**src/hdl/rpr_defs.svh**
```systemverilog
// Byte codes, frame limits and timing counts of the poll responder
`ifndef RPR_DEFS_SVH
`define RPR_DEFS_SVH
`define RPR_POLL_LEAD 8'h25
`define RPR_SAVE_LEAD 8'h2B
`define RPR_WAKE_LEAD 8'h2D
`define RPR_REPLY_LEAD 8'hA5
`define RPR_CHAR_0 8'h30
`define RPR_CHAR_DOT 8'h2E
`define RPR_CHAR_COLON 8'h3A
`define RPR_FN_READ 8'h03
`define RPR_FN_WRITE1 8'h06
`define RPR_FN_WRITEN 8'h10
`define RPR_CRC_POLY 16'hA001
`define RPR_CRC_INIT 16'hFFFF
`define RPR_MAX_READ 16'h007D
`define RPR_MAX_WRITE 16'h0008
`define RPR_GAP_US 4010
`define RPR_CLK_MHZ 125
`define RPR_GAP_CYCLES (`RPR_GAP_US * `RPR_CLK_MHZ)
`endif

```
**src/hdl/rpr_pkg.sv**
```systemverilog
// Types shared by the poll responder
package rpr_pkg;
   typedef struct packed {
      logic valid;
      logic parity;
      logic [7:0] data;
   } rpr_byte_type;
   typedef struct packed {
      logic rd;
      logic wr;
      logic [15:0] addr;
      logic [15:0] wdata;
   } rpr_reg_req_type;
   typedef enum logic [4:0] {
      ST_RX = 5'b00001,
      ST_COMMIT = 5'b00010,
      ST_SEND = 5'b00100,
      ST_FETCH = 5'b01000,
      ST_LATCH = 5'b10000
   } rpr_state_type;
endpackage : rpr_pkg

```
**src/hdl/rpr_poll_responder.sv**
```systemverilog
// Poll responder: ASCII poll protocol and Modbus RTU framing over a byte stream
`timescale 1ns/100ps
`include "rpr_defs.svh"
// Function
// - Readings sent only in answer to polls
// - Poll frame: 0x25, identifier, checksum
// - Identifier is two ASCII digits, leading zero
// - Request checksum sums the two identifier bytes
// - Reply only when identifier matches own
// - Reply: 0xA5, identifier, speed, colon, level, checksum
// - Speed text: decimal, dot, three truncated digits
// - Level text: metres, dot, three truncated digits
// - Reply checksum: identifier plus speed bytes
// - Frame 0x2B enters power save
// - Frame 0x2D leaves power save
// - Modbus characters: eight bits, even parity
// - Each register holds one 16-bit value
// - Multi-register reads and writes are handled
// - Slave only, never starts traffic
// - Request: address, function, start, count, CRC
// - Read reply: echo, byte count, data, CRC
// - Modbus address equals own identifier
// - Function codes 0x03, 0x06 and 0x10 supported
module rpr_poll_responder #(
   parameter int GAP_CYCLES = `RPR_GAP_CYCLES
) (
   input wire logic CLK_SYS,
   input wire logic SYS_RST,
   input wire logic MODE_MODBUS,
   input wire logic [7:0] UNIT_ID,
   input wire logic [15:0] SPEED_INT,
   input wire logic [9:0] SPEED_MILLI,
   input wire logic [15:0] LEVEL_INT,
   input wire logic [9:0] LEVEL_MILLI,
   input wire rpr_pkg::rpr_byte_type RX_BYTE,
   input wire logic TX_READY,
   output rpr_pkg::rpr_byte_type TX_BYTE,
   output logic TX_EN,
   output logic POWER_SAVE,
   output rpr_pkg::rpr_reg_req_type REG_REQ,
   input wire logic [15:0] REG_RDATA
);
   import rpr_pkg::*;
   // ***************
   // Functions
   // ***************
   function automatic logic [15:0] crc_step(input logic [15:0] c, input logic [7:0] b);
      logic [15:0] r;
      r = c ^ {8'h00, b};
      for (int i = 0; i < 8; i++) begin
         r = r[0] ? ((r >> 1) ^ `RPR_CRC_POLY) : (r >> 1);
      end
      return r;
   endfunction : crc_step
   function automatic logic [2:0] num_digits(input logic [15:0] v);
      return (v >= 16'h2710) ? 3'h5 : (v >= 16'h03E8) ? 3'h4 : (v >= 16'h0064) ? 3'h3 :
         (v >= 16'h000A) ? 3'h2 : 3'h1;
   endfunction : num_digits
   function automatic logic [7:0] dec_char(input logic [15:0] v, input logic [2:0] pos);
      logic [15:0] q;
      case (pos)
         3'h0: q = v;
         3'h1: q = v / 16'h000A;
         3'h2: q = v / 16'h0064;
         3'h3: q = v / 16'h03E8;
         default: q = v / 16'h2710;
      endcase
      return `RPR_CHAR_0 + 8'(q % 16'h000A);
   endfunction : dec_char
   // Integer digits without leading zeros, then dot and three milli digits
   function automatic logic [7:0] text_char(input logic [15:0] iv, input logic [9:0] mv, input logic [4:0] p);
      logic [4:0] n;
      n = {2'h0, num_digits(iv)};
      if (p < n) return dec_char(iv, 3'(n - 5'h1 - p));
      else if (p == n) return `RPR_CHAR_DOT;
      else return dec_char({6'h00, mv}, 3'(n + 5'h3 - p));
   endfunction : text_char
   // ***************
   // Receive side
   // ***************
   rpr_state_type state, next_state;
   logic [7:0] rx_idx, cmd, id0, id1, fun, bcnt;
   logic [15:0] start, count, crc_rx;
   logic [15:0] wbuf [0:7];
   logic skip;
   logic [19:0] gap_cnt;
   logic [7:0] b;
   logic rx_take, par_bad, poll_end, poll_ok, mb_end, mb_ok, req_ok, lead_ok;
   logic [7:0] own_hi, own_lo, mb_last, w_off;
   logic [15:0] crc_next;

   // Decode of the incoming byte; bytes during a reply are ignored (half duplex)
   assign b = RX_BYTE.data;
   assign rx_take = RX_BYTE.valid && (state == ST_RX) && !skip;
   assign par_bad = MODE_MODBUS && (RX_BYTE.parity != ^b);
   assign own_hi = `RPR_CHAR_0 + 8'(UNIT_ID / 8'h0A);
   assign own_lo = `RPR_CHAR_0 + 8'(UNIT_ID % 8'h0A);
   assign lead_ok = (b == `RPR_POLL_LEAD) || (b == `RPR_SAVE_LEAD) || (b == `RPR_WAKE_LEAD);
   assign poll_end = rx_take && !MODE_MODBUS && (rx_idx == 8'h03);
   // Checksum over the identifier only, then identifier match
   assign poll_ok = poll_end && (b == 8'(id0 + id1)) && (id0 == own_hi) && (id1 == own_lo);
   assign crc_next = crc_step((rx_idx == 8'h00) ? `RPR_CRC_INIT : crc_rx, b);
   assign mb_last = (fun == `RPR_FN_WRITEN) ? 8'(bcnt + 8'h08) : 8'h07;
   assign mb_end = rx_take && MODE_MODBUS && !par_bad && (rx_idx >= 8'h07) && (rx_idx == mb_last);
   assign req_ok = (fun == `RPR_FN_READ) ? (count != 16'h0000 && count <= `RPR_MAX_READ) :
      (fun == `RPR_FN_WRITE1) ? 1'b1 :
      (count != 16'h0000 && count <= `RPR_MAX_WRITE && {8'h00, bcnt} == 16'(count << 1));
   // Residue over a frame including its own CRC is zero when intact
   assign mb_ok = mb_end && (crc_next == 16'h0000) && req_ok;
   assign w_off = 8'(rx_idx - 8'h07);
   // Poll protocol and Modbus frame position and skip flag
   always_ff @(posedge CLK_SYS) begin
      if (SYS_RST) begin
         rx_idx <= 8'h00;
         skip <= 1'b0;
      end else if (gap_cnt == 20'(GAP_CYCLES)) begin
         rx_idx <= 8'h00; // Stale partial frame after line silence
         skip <= 1'b0;
      end else if (rx_take && !MODE_MODBUS) begin
         if (rx_idx == 8'h00) rx_idx <= lead_ok ? 8'h01 : 8'h00;
         else if (rx_idx == 8'h03) rx_idx <= 8'h00;
         else rx_idx <= rx_idx + 8'h01;
      end else if (rx_take) begin
         if (par_bad) skip <= 1'b1;
         else if (rx_idx == 8'h00 && b != UNIT_ID) skip <= 1'b1;
         else if (rx_idx == 8'h01 && b != `RPR_FN_READ && b != `RPR_FN_WRITE1 && b != `RPR_FN_WRITEN) skip <= 1'b1;
         else if (rx_idx == 8'h06 && fun == `RPR_FN_WRITEN && b > 8'h10) skip <= 1'b1;
         rx_idx <= mb_end ? 8'h00 : rx_idx + 8'h01;
      end
   end

   // Field registers; the write buffer lets a bad CRC discard the whole frame
   always_ff @(posedge CLK_SYS) begin
      if (SYS_RST) begin
         cmd <= 8'h00;
         id0 <= 8'h00;
         id1 <= 8'h00;
         fun <= 8'h00;
         bcnt <= 8'h00;
         start <= 16'h0000;
         count <= 16'h0000;
         crc_rx <= `RPR_CRC_INIT;
      end else if (rx_take) begin
         crc_rx <= crc_next;
         case (rx_idx)
            8'h00: cmd <= b;
            8'h01: begin
               id0 <= b;
               fun <= b;
            end
            8'h02: begin
               id1 <= b;
               start[15:8] <= b;
            end
            8'h03: start[7:0] <= b;
            8'h04: count[15:8] <= b;
            8'h05: count[7:0] <= b;
            8'h06: bcnt <= b;
            default: ;
         endcase
      end
   end

   // Write-multiple data, high byte first into 16-bit slots
   always_ff @(posedge CLK_SYS) begin
      if (rx_take && fun == `RPR_FN_WRITEN && rx_idx >= 8'h07 && w_off < 8'h10) begin
         if (w_off[0]) wbuf[w_off[3:1]][7:0] <= b;
         else wbuf[w_off[3:1]][15:8] <= b;
      end
   end
   // Inter-frame silence counter, runs only while a frame is open or skipped
   always_ff @(posedge CLK_SYS) begin
      if (SYS_RST || RX_BYTE.valid || (rx_idx == 8'h00 && !skip) || gap_cnt == 20'(GAP_CYCLES)) gap_cnt <= 20'h00000;
      else gap_cnt <= gap_cnt + 20'h00001;
   end
   // Power save mode follows the addressed + and - commands
   always_ff @(posedge CLK_SYS) begin
      if (SYS_RST) POWER_SAVE <= 1'b0;
      else if (poll_ok && cmd == `RPR_SAVE_LEAD) POWER_SAVE <= 1'b1;
      else if (poll_ok && cmd == `RPR_WAKE_LEAD) POWER_SAVE <= 1'b0;
   end

   // ***************
   // Reply side
   // ***************
   logic [7:0] tx_idx, tx_len, tsum, poll_byte, mb_byte, tx_data, tx_off;
   logic [15:0] s_int, l_int, rdata, crc_tx;
   logic [9:0] s_mil, l_mil;
   logic [4:0] s_len, l_len;
   logic [3:0] wr_k, wr_n;
   logic fetched, need_fetch, tx_done, poll_go, mb_read;
   assign poll_go = poll_ok && (cmd == `RPR_POLL_LEAD);
   assign mb_read = (fun == `RPR_FN_READ);
   assign s_len = 5'(num_digits(s_int)) + 5'h4;
   assign l_len = 5'(num_digits(l_int)) + 5'h4;
   assign tx_len = !MODE_MODBUS ? 8'(8'h05 + s_len + l_len) : mb_read ? 8'(8'h05 + (count[7:0] << 1)) : 8'h08;
   assign tx_off = 8'(tx_idx - 8'h03);
   assign tx_done = TX_BYTE.valid && TX_READY;
   assign wr_n = (fun == `RPR_FN_WRITE1) ? 4'h1 : count[3:0];
   // Register value is fetched just before its high byte goes out
   assign need_fetch = MODE_MODBUS && mb_read && tx_idx >= 8'h03 && tx_idx < 8'(tx_len - 8'h02) && !tx_off[0] && !fetched;
   // Poll reply byte at the current index
   assign poll_byte = (tx_idx == 8'h00) ? `RPR_REPLY_LEAD : (tx_idx == 8'h01) ? own_hi : (tx_idx == 8'h02) ? own_lo :
      (tx_idx < 8'(8'h03 + s_len)) ? text_char(s_int, s_mil, 5'(tx_off)) :
      (tx_idx == 8'(8'h03 + s_len)) ? `RPR_CHAR_COLON :
      (tx_idx < 8'(8'h04 + s_len + l_len)) ? text_char(l_int, l_mil, 5'(tx_idx - 8'h04 - s_len)) : tsum;
   // Modbus reply byte; write replies echo start and count or value
   assign mb_byte = (tx_idx == 8'(tx_len - 8'h02)) ? crc_tx[7:0] : (tx_idx == 8'(tx_len - 8'h01)) ? crc_tx[15:8] :
      (tx_idx == 8'h00) ? UNIT_ID : (tx_idx == 8'h01) ? fun :
      (mb_read && tx_idx == 8'h02) ? 8'(count[7:0] << 1) : mb_read ? (tx_off[0] ? rdata[7:0] : rdata[15:8]) :
      (tx_idx == 8'h02) ? start[15:8] : (tx_idx == 8'h03) ? start[7:0] :
      (tx_idx == 8'h04) ? count[15:8] : count[7:0];
   assign tx_data = MODE_MODBUS ? mb_byte : poll_byte;
   // Sequencer
   always_comb begin
      next_state = state;
      case (state)
         ST_RX: begin
            if (poll_go) next_state = ST_SEND;
            else if (mb_ok) next_state = mb_read ? ST_SEND : ST_COMMIT;
         end
         ST_COMMIT: if (wr_k == wr_n) next_state = ST_SEND;
         ST_SEND: begin
            if (!TX_BYTE.valid && tx_idx == tx_len) next_state = ST_RX;
            else if (!TX_BYTE.valid && need_fetch) next_state = ST_FETCH;
         end
         ST_FETCH: next_state = ST_LATCH;
         ST_LATCH: next_state = ST_SEND;
         default: next_state = ST_RX;
      endcase
   end

   always_ff @(posedge CLK_SYS) begin
      if (SYS_RST) state <= ST_RX;
      else state <= next_state;
   end

   // Driver enable covers the write commit and the whole answer, and nothing else
   always_ff @(posedge CLK_SYS) begin
      if (SYS_RST) TX_EN <= 1'b0;
      else TX_EN <= (next_state != ST_RX);
   end
   // Readings are frozen at the poll so one reply is self-consistent
   always_ff @(posedge CLK_SYS) begin
      if (SYS_RST) begin
         s_int <= 16'h0000;
         s_mil <= 10'h000;
         l_int <= 16'h0000;
         l_mil <= 10'h000;
      end else if (poll_go) begin
         s_int <= SPEED_INT;
         s_mil <= SPEED_MILLI;
         l_int <= LEVEL_INT;
         l_mil <= LEVEL_MILLI;
      end
   end

   // Byte handshake and running checksums of the reply
   always_ff @(posedge CLK_SYS) begin
      if (SYS_RST || state == ST_RX) begin
         TX_BYTE <= '0;
         tx_idx <= 8'h00;
         tsum <= 8'h00;
         crc_tx <= `RPR_CRC_INIT;
         fetched <= 1'b0;
      end else if (tx_done) begin
         TX_BYTE.valid <= 1'b0;
         tx_idx <= tx_idx + 8'h01;
         fetched <= 1'b0;
         if (tx_idx >= 8'h01 && tx_idx < 8'(8'h03 + s_len)) tsum <= tsum + TX_BYTE.data;
         if (tx_idx < 8'(tx_len - 8'h02)) crc_tx <= crc_step(crc_tx, TX_BYTE.data);
      end else if (state == ST_SEND && !TX_BYTE.valid && tx_idx != tx_len && !need_fetch) begin
         TX_BYTE <= '{valid: 1'b1, parity: ^tx_data, data: tx_data};
      end else if (state == ST_LATCH) begin
         fetched <= 1'b1;
      end
   end

   // Register port: writes commit before the echo, reads one word per fetch
   always_ff @(posedge CLK_SYS) begin
      if (SYS_RST || state == ST_RX) begin
         REG_REQ <= '0;
         wr_k <= 4'h0;
      end else if (state == ST_COMMIT) begin
         REG_REQ.wr <= (wr_k != wr_n);
         REG_REQ.addr <= start + {12'h000, wr_k};
         REG_REQ.wdata <= (fun == `RPR_FN_WRITE1) ? count : wbuf[wr_k[2:0]];
         if (wr_k != wr_n) wr_k <= wr_k + 4'h1;
      end else if (state == ST_FETCH) begin
         REG_REQ.wr <= 1'b0;
         REG_REQ.rd <= 1'b1;
         REG_REQ.addr <= start + {9'h000, tx_off[7:1]};
      end else begin
         REG_REQ.rd <= 1'b0;
         REG_REQ.wr <= 1'b0;
      end
   end

   always_ff @(posedge CLK_SYS) begin
      if (SYS_RST) rdata <= 16'h0000;
      else if (state == ST_LATCH) rdata <= REG_RDATA;
   end
endmodule : rpr_poll_responder

```
**config.mk**
```make
export PLATFORM = sky130hd
export DESIGN_NAME = rpr_poll_responder
export DESIGN_NICKNAME = d
export VERILOG_FILES = /design/src/hdl/rpr_pkg.sv /design/src/hdl/rpr_poll_responder.sv
export VERILOG_INCLUDE_DIRS = /design/src /design/src/hdl
export SDC_FILE = /design/constraint.sdc
export NUM_CORES = 2
export LEC_CHECK = 0
export BUFFER_PORTS_ARGS = -buffer_cell sky130_fd_sc_hd__buf_2
export CAP_MARGIN = 20
export CELL_PAD_IN_SITES_DETAIL_PLACEMENT = 2
export CELL_PAD_IN_SITES_GLOBAL_PLACEMENT = 2
export CORE_ASPECT_RATIO = 1.1
export CORE_UTILIZATION = 26
export CTS_BUF_LIST = sky130_fd_sc_hd__clkbuf_8
export CTS_CLUSTER_DIAMETER = 100
export CTS_CLUSTER_SIZE = 8
export DETAILED_ROUTE_END_ITERATION = 8
export PLACE_DENSITY = 0.67
export SKIP_LAST_GASP = 1
export SLEW_MARGIN = 20
export SYNTH_ARGS = -nofsm -noshare
export SYNTH_HDL_FRONTEND = slang
export SYNTH_SLANG_ARGS = --single-unit
```
**constraint.sdc**
```tcl
create_clock -name CLK_SYS -period 45.8 [get_ports CLK_SYS]
set_input_delay 9.16 -clock CLK_SYS [delete_from_list [all_inputs] [get_ports CLK_SYS]]
set_output_delay 9.16 -clock CLK_SYS [all_outputs]
set_load 0.05 [all_outputs]
```
# ---- Yosys cells after proc, flatten, opt, wreduce, memory -nomap -nowiden
# Memories as Yosys holds them, arrays and structs flattened. A register that Yosys moved wholly into a read port is not among the register bits.
# Index checks and enable logic that the tools add are counted.
dict set report totals {
  in_bits 90
  register_bits 257
  ram_bits 128
  n_memories 1
}
# memory words word_bits rd rd_ports_with_merged_regs wr line
set memory_table {}
lappend memory_table {wbuf 8 16 1 1 1 rpr_poll_responder.sv:84} ;# logic [15:0] wbuf [0:7];
dict set report op_classes {
  div 22
  reduce_logical 85
  order_cmp 20
  add_sub_neg 37
  muxes 93
  bitwise_logic 21
  n_eq_ne 57
}
# cell count
set op_table {}
lappend op_table {{$mux W16} 25}
lappend op_table {{$pmux W16 S4} 4}
lappend op_table {{$mux W8} 29}
lappend op_table {{$mod A16 B4 Y16 const B} 4}
lappend op_table {{$eq A8 B8 Y1} 7}
lappend op_table {{$add A6 B8 Y8 const A} 6}
lappend op_table {{$eq A8 B6 Y1 const B} 6}
lappend op_table {{$not A2 Y3} 16}
lappend op_table {{$logic_and A1 B1 Y1} 43}
lappend op_table {{$eq A8 B2 Y1 const B} 5}
lappend op_table {{$eq A8 B3 Y1 const B} 5}
lappend op_table {{$div A10 B10 Y16 const B} 2}
lappend op_table {{$div A10 B14 Y16 const B} 2}
lappend op_table {{$div A10 B4 Y16 const B} 2}
lappend op_table {{$div A10 B7 Y16 const B} 2}
lappend op_table {{$div A16 B10 Y16 const B} 2}
lappend op_table {{$div A16 B14 Y16 const B} 2}
lappend op_table {{$div A16 B4 Y16 const B} 2}
lappend op_table {{$div A16 B7 Y16 const B} 2}
lappend op_table {{$ge A16 B10 Y1 const B} 2}
lappend op_table {{$ge A16 B14 Y1 const B} 2}
lappend op_table {{$ge A16 B4 Y1 const B} 2}
lappend op_table {{$ge A16 B7 Y1 const B} 2}
lappend op_table {{$xor A16 B8 Y16} 2}
lappend op_table {{other kinds (74)} 159}

# ---- Longest topological paths before layout
dict set report logic_depth {
  word_depth 26
  ltp_mapped 159
}

# ---- Worst setup path after synthesis
# Ideal clock, no wire load.
dict set report synth_path {
  kind {reg-to-reg}
  start {register s_int[5]}
  end {register TX_BYTE[8] (netlist bit)}
  synth_period_minus_slack_ns 31.789
  t_arrival_ns 31.704
  required_time_ns 45.715
  slack_ns 14.011
  setup_time_ns 0.085
  path_stages_with_launch 148
  cell_sequence {dfxtp_1 > clkbuf_1 > nor4_1 > o21ai_0 > a21boi_0 > a21boi_0 > inv_1 > ha_1 > inv_1 > ha_1 > inv_1 > fa_1 > inv_1 > ha_1 > buf_4 > xor3_1 > clkbuf_1 > nand2_1 > [112 not listed] > xnor2_1 > ha_1 > o2bb2a_1 > a221o_1 > xor2_1 > ha_1 > a221oi_1 > a211oi_1 > nor3_1 > nor3_1 > o21ai_0 > o21ai_0 > xnor2_1 > a22oi_1 > xor2_1 > xnor3_1 > xnor3_1 > o31ai_2}
}
dict set report synth_via {
  elab_chain_len 24
}
# element line
set synth_lines {}
lappend synth_lines {{start, declared} rpr_poll_responder.sv:187} ;# logic [15:0] s_int, l_int, rdata, crc_tx;
lappend synth_lines {{start signal, assigned} rpr_poll_responder.sv:246} ;# s_int <= 16'h0000;
lappend synth_lines {{start signal, assigned} rpr_poll_responder.sv:251} ;# s_int <= SPEED_INT;
lappend synth_lines {{parallel branches: the longest is 24 deep, another holds $div A16 B14 Y16} --}
lappend synth_lines {{end signal, assigned} rpr_poll_responder.sv:273} ;# TX_BYTE <= '{valid: 1'b1, parity: ^tx_data, data: tx_data};
lappend synth_lines {{end, declared} rpr_poll_responder.sv:37} ;# output rpr_pkg::rpr_byte_type TX_BYTE,
# Several ways; the timed one is not identified. The select of a mux whose other input is x is not followed.
# A chain may end at the register's enable or synchronous reset.

# ---- Final worst setup path
dict set report layout_path {
  start {register s_int[4]}
  end {register TX_BYTE[8] (netlist bit)}
}
# Same word-level chain as after synthesis.

==> metrics.cfg <==
[place]
gp_routability_congestion = 0.874
placement.setup.worst_slack_ns = 6.87
sum_of_net_half_perimeters_after_detailed_placement_um = 152000
dp.cells = 8537
io_buffer_count = 135

[drt]
dr_total_vias = 48500
initialDrtViolationCount = 1882
drc = 0
routed.top_layer = met5
final_antenna_net_count = 0
met3_wirelength_um = 4690
drt_met1_wl_um = 85900
first_pass_iteration_count_of_the_detailed_router = 5
wl_met2_um = 99100
wl_per_cell_um = 22.5
routed_via_count_divided_by_cell_count = 5.62
route.final.wire_length_um = 194000

[clocking]
postCtsResizedCells = 0
ctsLongestPathBuffers = 3
post_cts_hold_buffer_count = 0
cts_tree = done
ctsRootBufferMaster = sky130_fd_sc_hd__clkbuf_8
tritoncts.num_buffers = 58
clock_insertion_delay_worst_skew_ns = 0.80
clock_sinks = 388
cts.reportedPaths.clkPinSlew_ns = 0.08
ctsHtreeMaxLevel = 2
postcts_setup_bufs = 0

[worst_hold_path]
hold_path.class = flip-flop to flip-flop

[setup_path]
worst-setup-path-type = flip-flop to flip-flop
critical_path_most_common_cell = sky130_fd_sc_hd__o21a_1
cp_slowest_stage_delay_ns = 0.81
worst-endpoint-arrival_ns = 39.56
critical-path-slowest-cell = sky130_fd_sc_hd__nor2_1
crit_path_max_fanout = 22
worstSetupStartpointType = flip-flop
crit_required_ns = 46.49
critical_path.endpoint_type = flip-flop

[yosys]
synth.ff_latch_count = 388
synth_flop_cell = sky130_fd_sc_hd__dfxtp_1
yosysWarnings = 0
post_synth_instance_area_um2 = 48300
yosys.area.top_type_share_pct = 13.9
ys_async_sr_fraction_pct = 0
synthDistinctLibCells = 135
ys_seq_area_share_pct = 18.7
avgSynthCellArea_um2 = 7.81
synth-edff-count = 128
count_of_mapped_cells_out_of_synthesis = 6188
synth.largest_area_cell = sky130_fd_sc_hd__ha_1
synth_top_cells_by_area = sky130_fd_sc_hd__ha_1 14%, sky130_fd_sc_hd__dfxtp_1 11%, sky130_fd_sc_hd__edfxtp_1 8.0%

[sta]
rsz_0062_raised_after_global_routing = no
achievable-frequency_ghz = 0.0257
worst_slack_ns = 6.92
whs_ns = 0.457
finalCritPeriodShare_pct = 84.9
hold_violations = 0
slew_violations = 0
final.min_clock_period_ns = 38.88
setup_tns_ns = 0
clock-skew-final_ns = 0.0403
report.final.setup_viol = 0
max_slew.worst_pin.slew_ns = 1.07
worst_slew_margin_rel_pct = 26.7

[final_layout]
finalNonFillerCells = 8635
final_nets = 6813
largest_register_ffs = 128
regArea_um2 = 9050
layout.cells.most_common_list = 671 x sky130_fd_sc_hd__nor2_1, 538 x sky130_fd_sc_hd__ha_1, 525 x sky130_fd_sc_hd__nand2_1, 481 x sky130_fd_sc_hd__a21oi_1, 283 x sky130_fd_sc_hd__o21ai_0
layout_commonest_cell = sky130_fd_sc_hd__nor2_1
multi_input_gate_area_um2 = 37500
layout-area-overhead-vs-synth_pct = 8.80
drive_gt1_share_pct = 9.16
filler_cell_count = 21600

[floorplan]
die_width_um = 413
core_um2 = 184000
die_area_um2 = 187000
floorplan.initialDensity_pct = 26.2
die_height_um = 454
floorplan.io_pins = 136
floorplan_row_count = 165

[global_route]
grt.overflow.total = 0
total_global_route_track_usage_pct = 20.0
grt_max_degree = 58
grt_antenna_before_repair = 14
grt_pass1_wl_um = 301000
grt_pass1_vias = 52000

[power]
power.static_leakage_nw = 21.6
vdd.ir_drop.worst_mv = 0.0311
comb_power_share_pct = 8.6
p_sw_share_pct = 29.1
pwr-share-seq_pct = 50.8
power.density_cell_area_nw_per_um2 = 13.5
p_clk_share_pct = 40.6
total_switching_power_uw = 206
cellInternalPower_uw = 503

[run_status]
status = finished, final reports clean

[run]
maxCapViolations = 0

## cell type report
class | instances | area share [%]
Clock inverter | 34 | 0.433
Tap cell | 2421 | 5.76
Multi-Input combinational cell | 5345 | 71.4
Sequential cell | 388 | 17.2
Antenna cell | 5 | 0.0238
Clock buffer | 58 | 1.52
Timing Repair Buffer | 214 | 2.43
Inverter | 170 | 1.22
## worst paths after layout
kind / startpoint / end / slack, ns / cells past startpoint
max: s_int[4]$_SDFFE_PP0P_ / TX_BYTE[8]$_SDFFE_PP0P_ / 6.92 / 141
min: rdata[4]$_SDFFE_PP0N_ / rdata[4]$_SDFFE_PP0N_ / 0.46 / 2
max reg2reg: s_int[4]$_SDFFE_PP0P_ / TX_BYTE[8]$_SDFFE_PP0P_ / 6.92 / 141
min reg2reg: rdata[4]$_SDFFE_PP0N_ / rdata[4]$_SDFFE_PP0N_ / 0.46 / 2
## cell usage after synthesis (94+ instances only)
cell type / instances
sky130_fd_sc_hd__xnor2_1: 240
sky130_fd_sc_hd__o21ai_0: 284
sky130_fd_sc_hd__a211oi_1: 108
sky130_fd_sc_hd__a21o_1: 111
sky130_fd_sc_hd__nand3_1: 187
sky130_fd_sc_hd__ha_1: 538
sky130_fd_sc_hd__edfxtp_1: 128
sky130_fd_sc_hd__nand2_1: 525
sky130_fd_sc_hd__nor2_1: 671
sky130_fd_sc_hd__mux2i_1: 165
sky130_fd_sc_hd__inv_1: 163
sky130_fd_sc_hd__dfxtp_1: 260
sky130_fd_sc_hd__o211ai_1: 94
sky130_fd_sc_hd__o21a_1: 179
sky130_fd_sc_hd__nor3_1: 237
sky130_fd_sc_hd__a21oi_1: 482
sky130_fd_sc_hd__xor2_1: 141
sky130_fd_sc_hd__clkbuf_1: 236
sky130_fd_sc_hd__o31ai_1: 100
## worst max-delay path: cells and delay by family, from the launching register on
| kind | cells | cell delay, ns |
|---|---|---|
| AOI/OAI and AO/OA | 85 | 22.14 |
| and+or+nand+nor | 20 | 5.10 |
| muxes | 4 | 1.40 |
| xor gates and xnor gates | 6 | 2.25 |
| adders and majority gates | 17 | 5.56 |
| DFF | 1 | 0.39 |
| buffers and inverters | 9 | 1.83 |
## cells by family after synthesis
family | synth area share [%]
other cells | 0.0155
xor+xnor | 7.17
flops | 18.7
simple gates | 21.9
compound gates | 27.3
buf+inv | 3.78
fa+ha+maj | 14.3
mux | 6.73
## through the flow
stage	util, %	power [mW]	area (µm²)
2_1_floorplan	-	0.405	48300
3_3_place_gp	28.0	0.427	51500
3_5_place_dp	28.0	0.429	51500
4_1_cts	28.5	0.724	52500
5_1_grt	28.5	0.739	52500
6_report	28.5	0.709	52600
## routing by layer
metal,GRT usage [%],up-vias
met2,37.3,563
met3,1.69,214
met1,24.5,24500
met5,0,-
li1,-,23200
met4,4.87,8
## power groups by stage
stage,sequential [mW],combinational (mW),clock [mW]
finish,0.360,0.0611,0.288
global placement,0.368,0.0594,0
detailed placement,0.368,0.0608,0
CTS,0.360,0.0612,0.302
global route,0.360,0.0664,0.312
floorplan,0.367,0.0379,0
No activity file was read; power rests on OpenSTA's default activity.
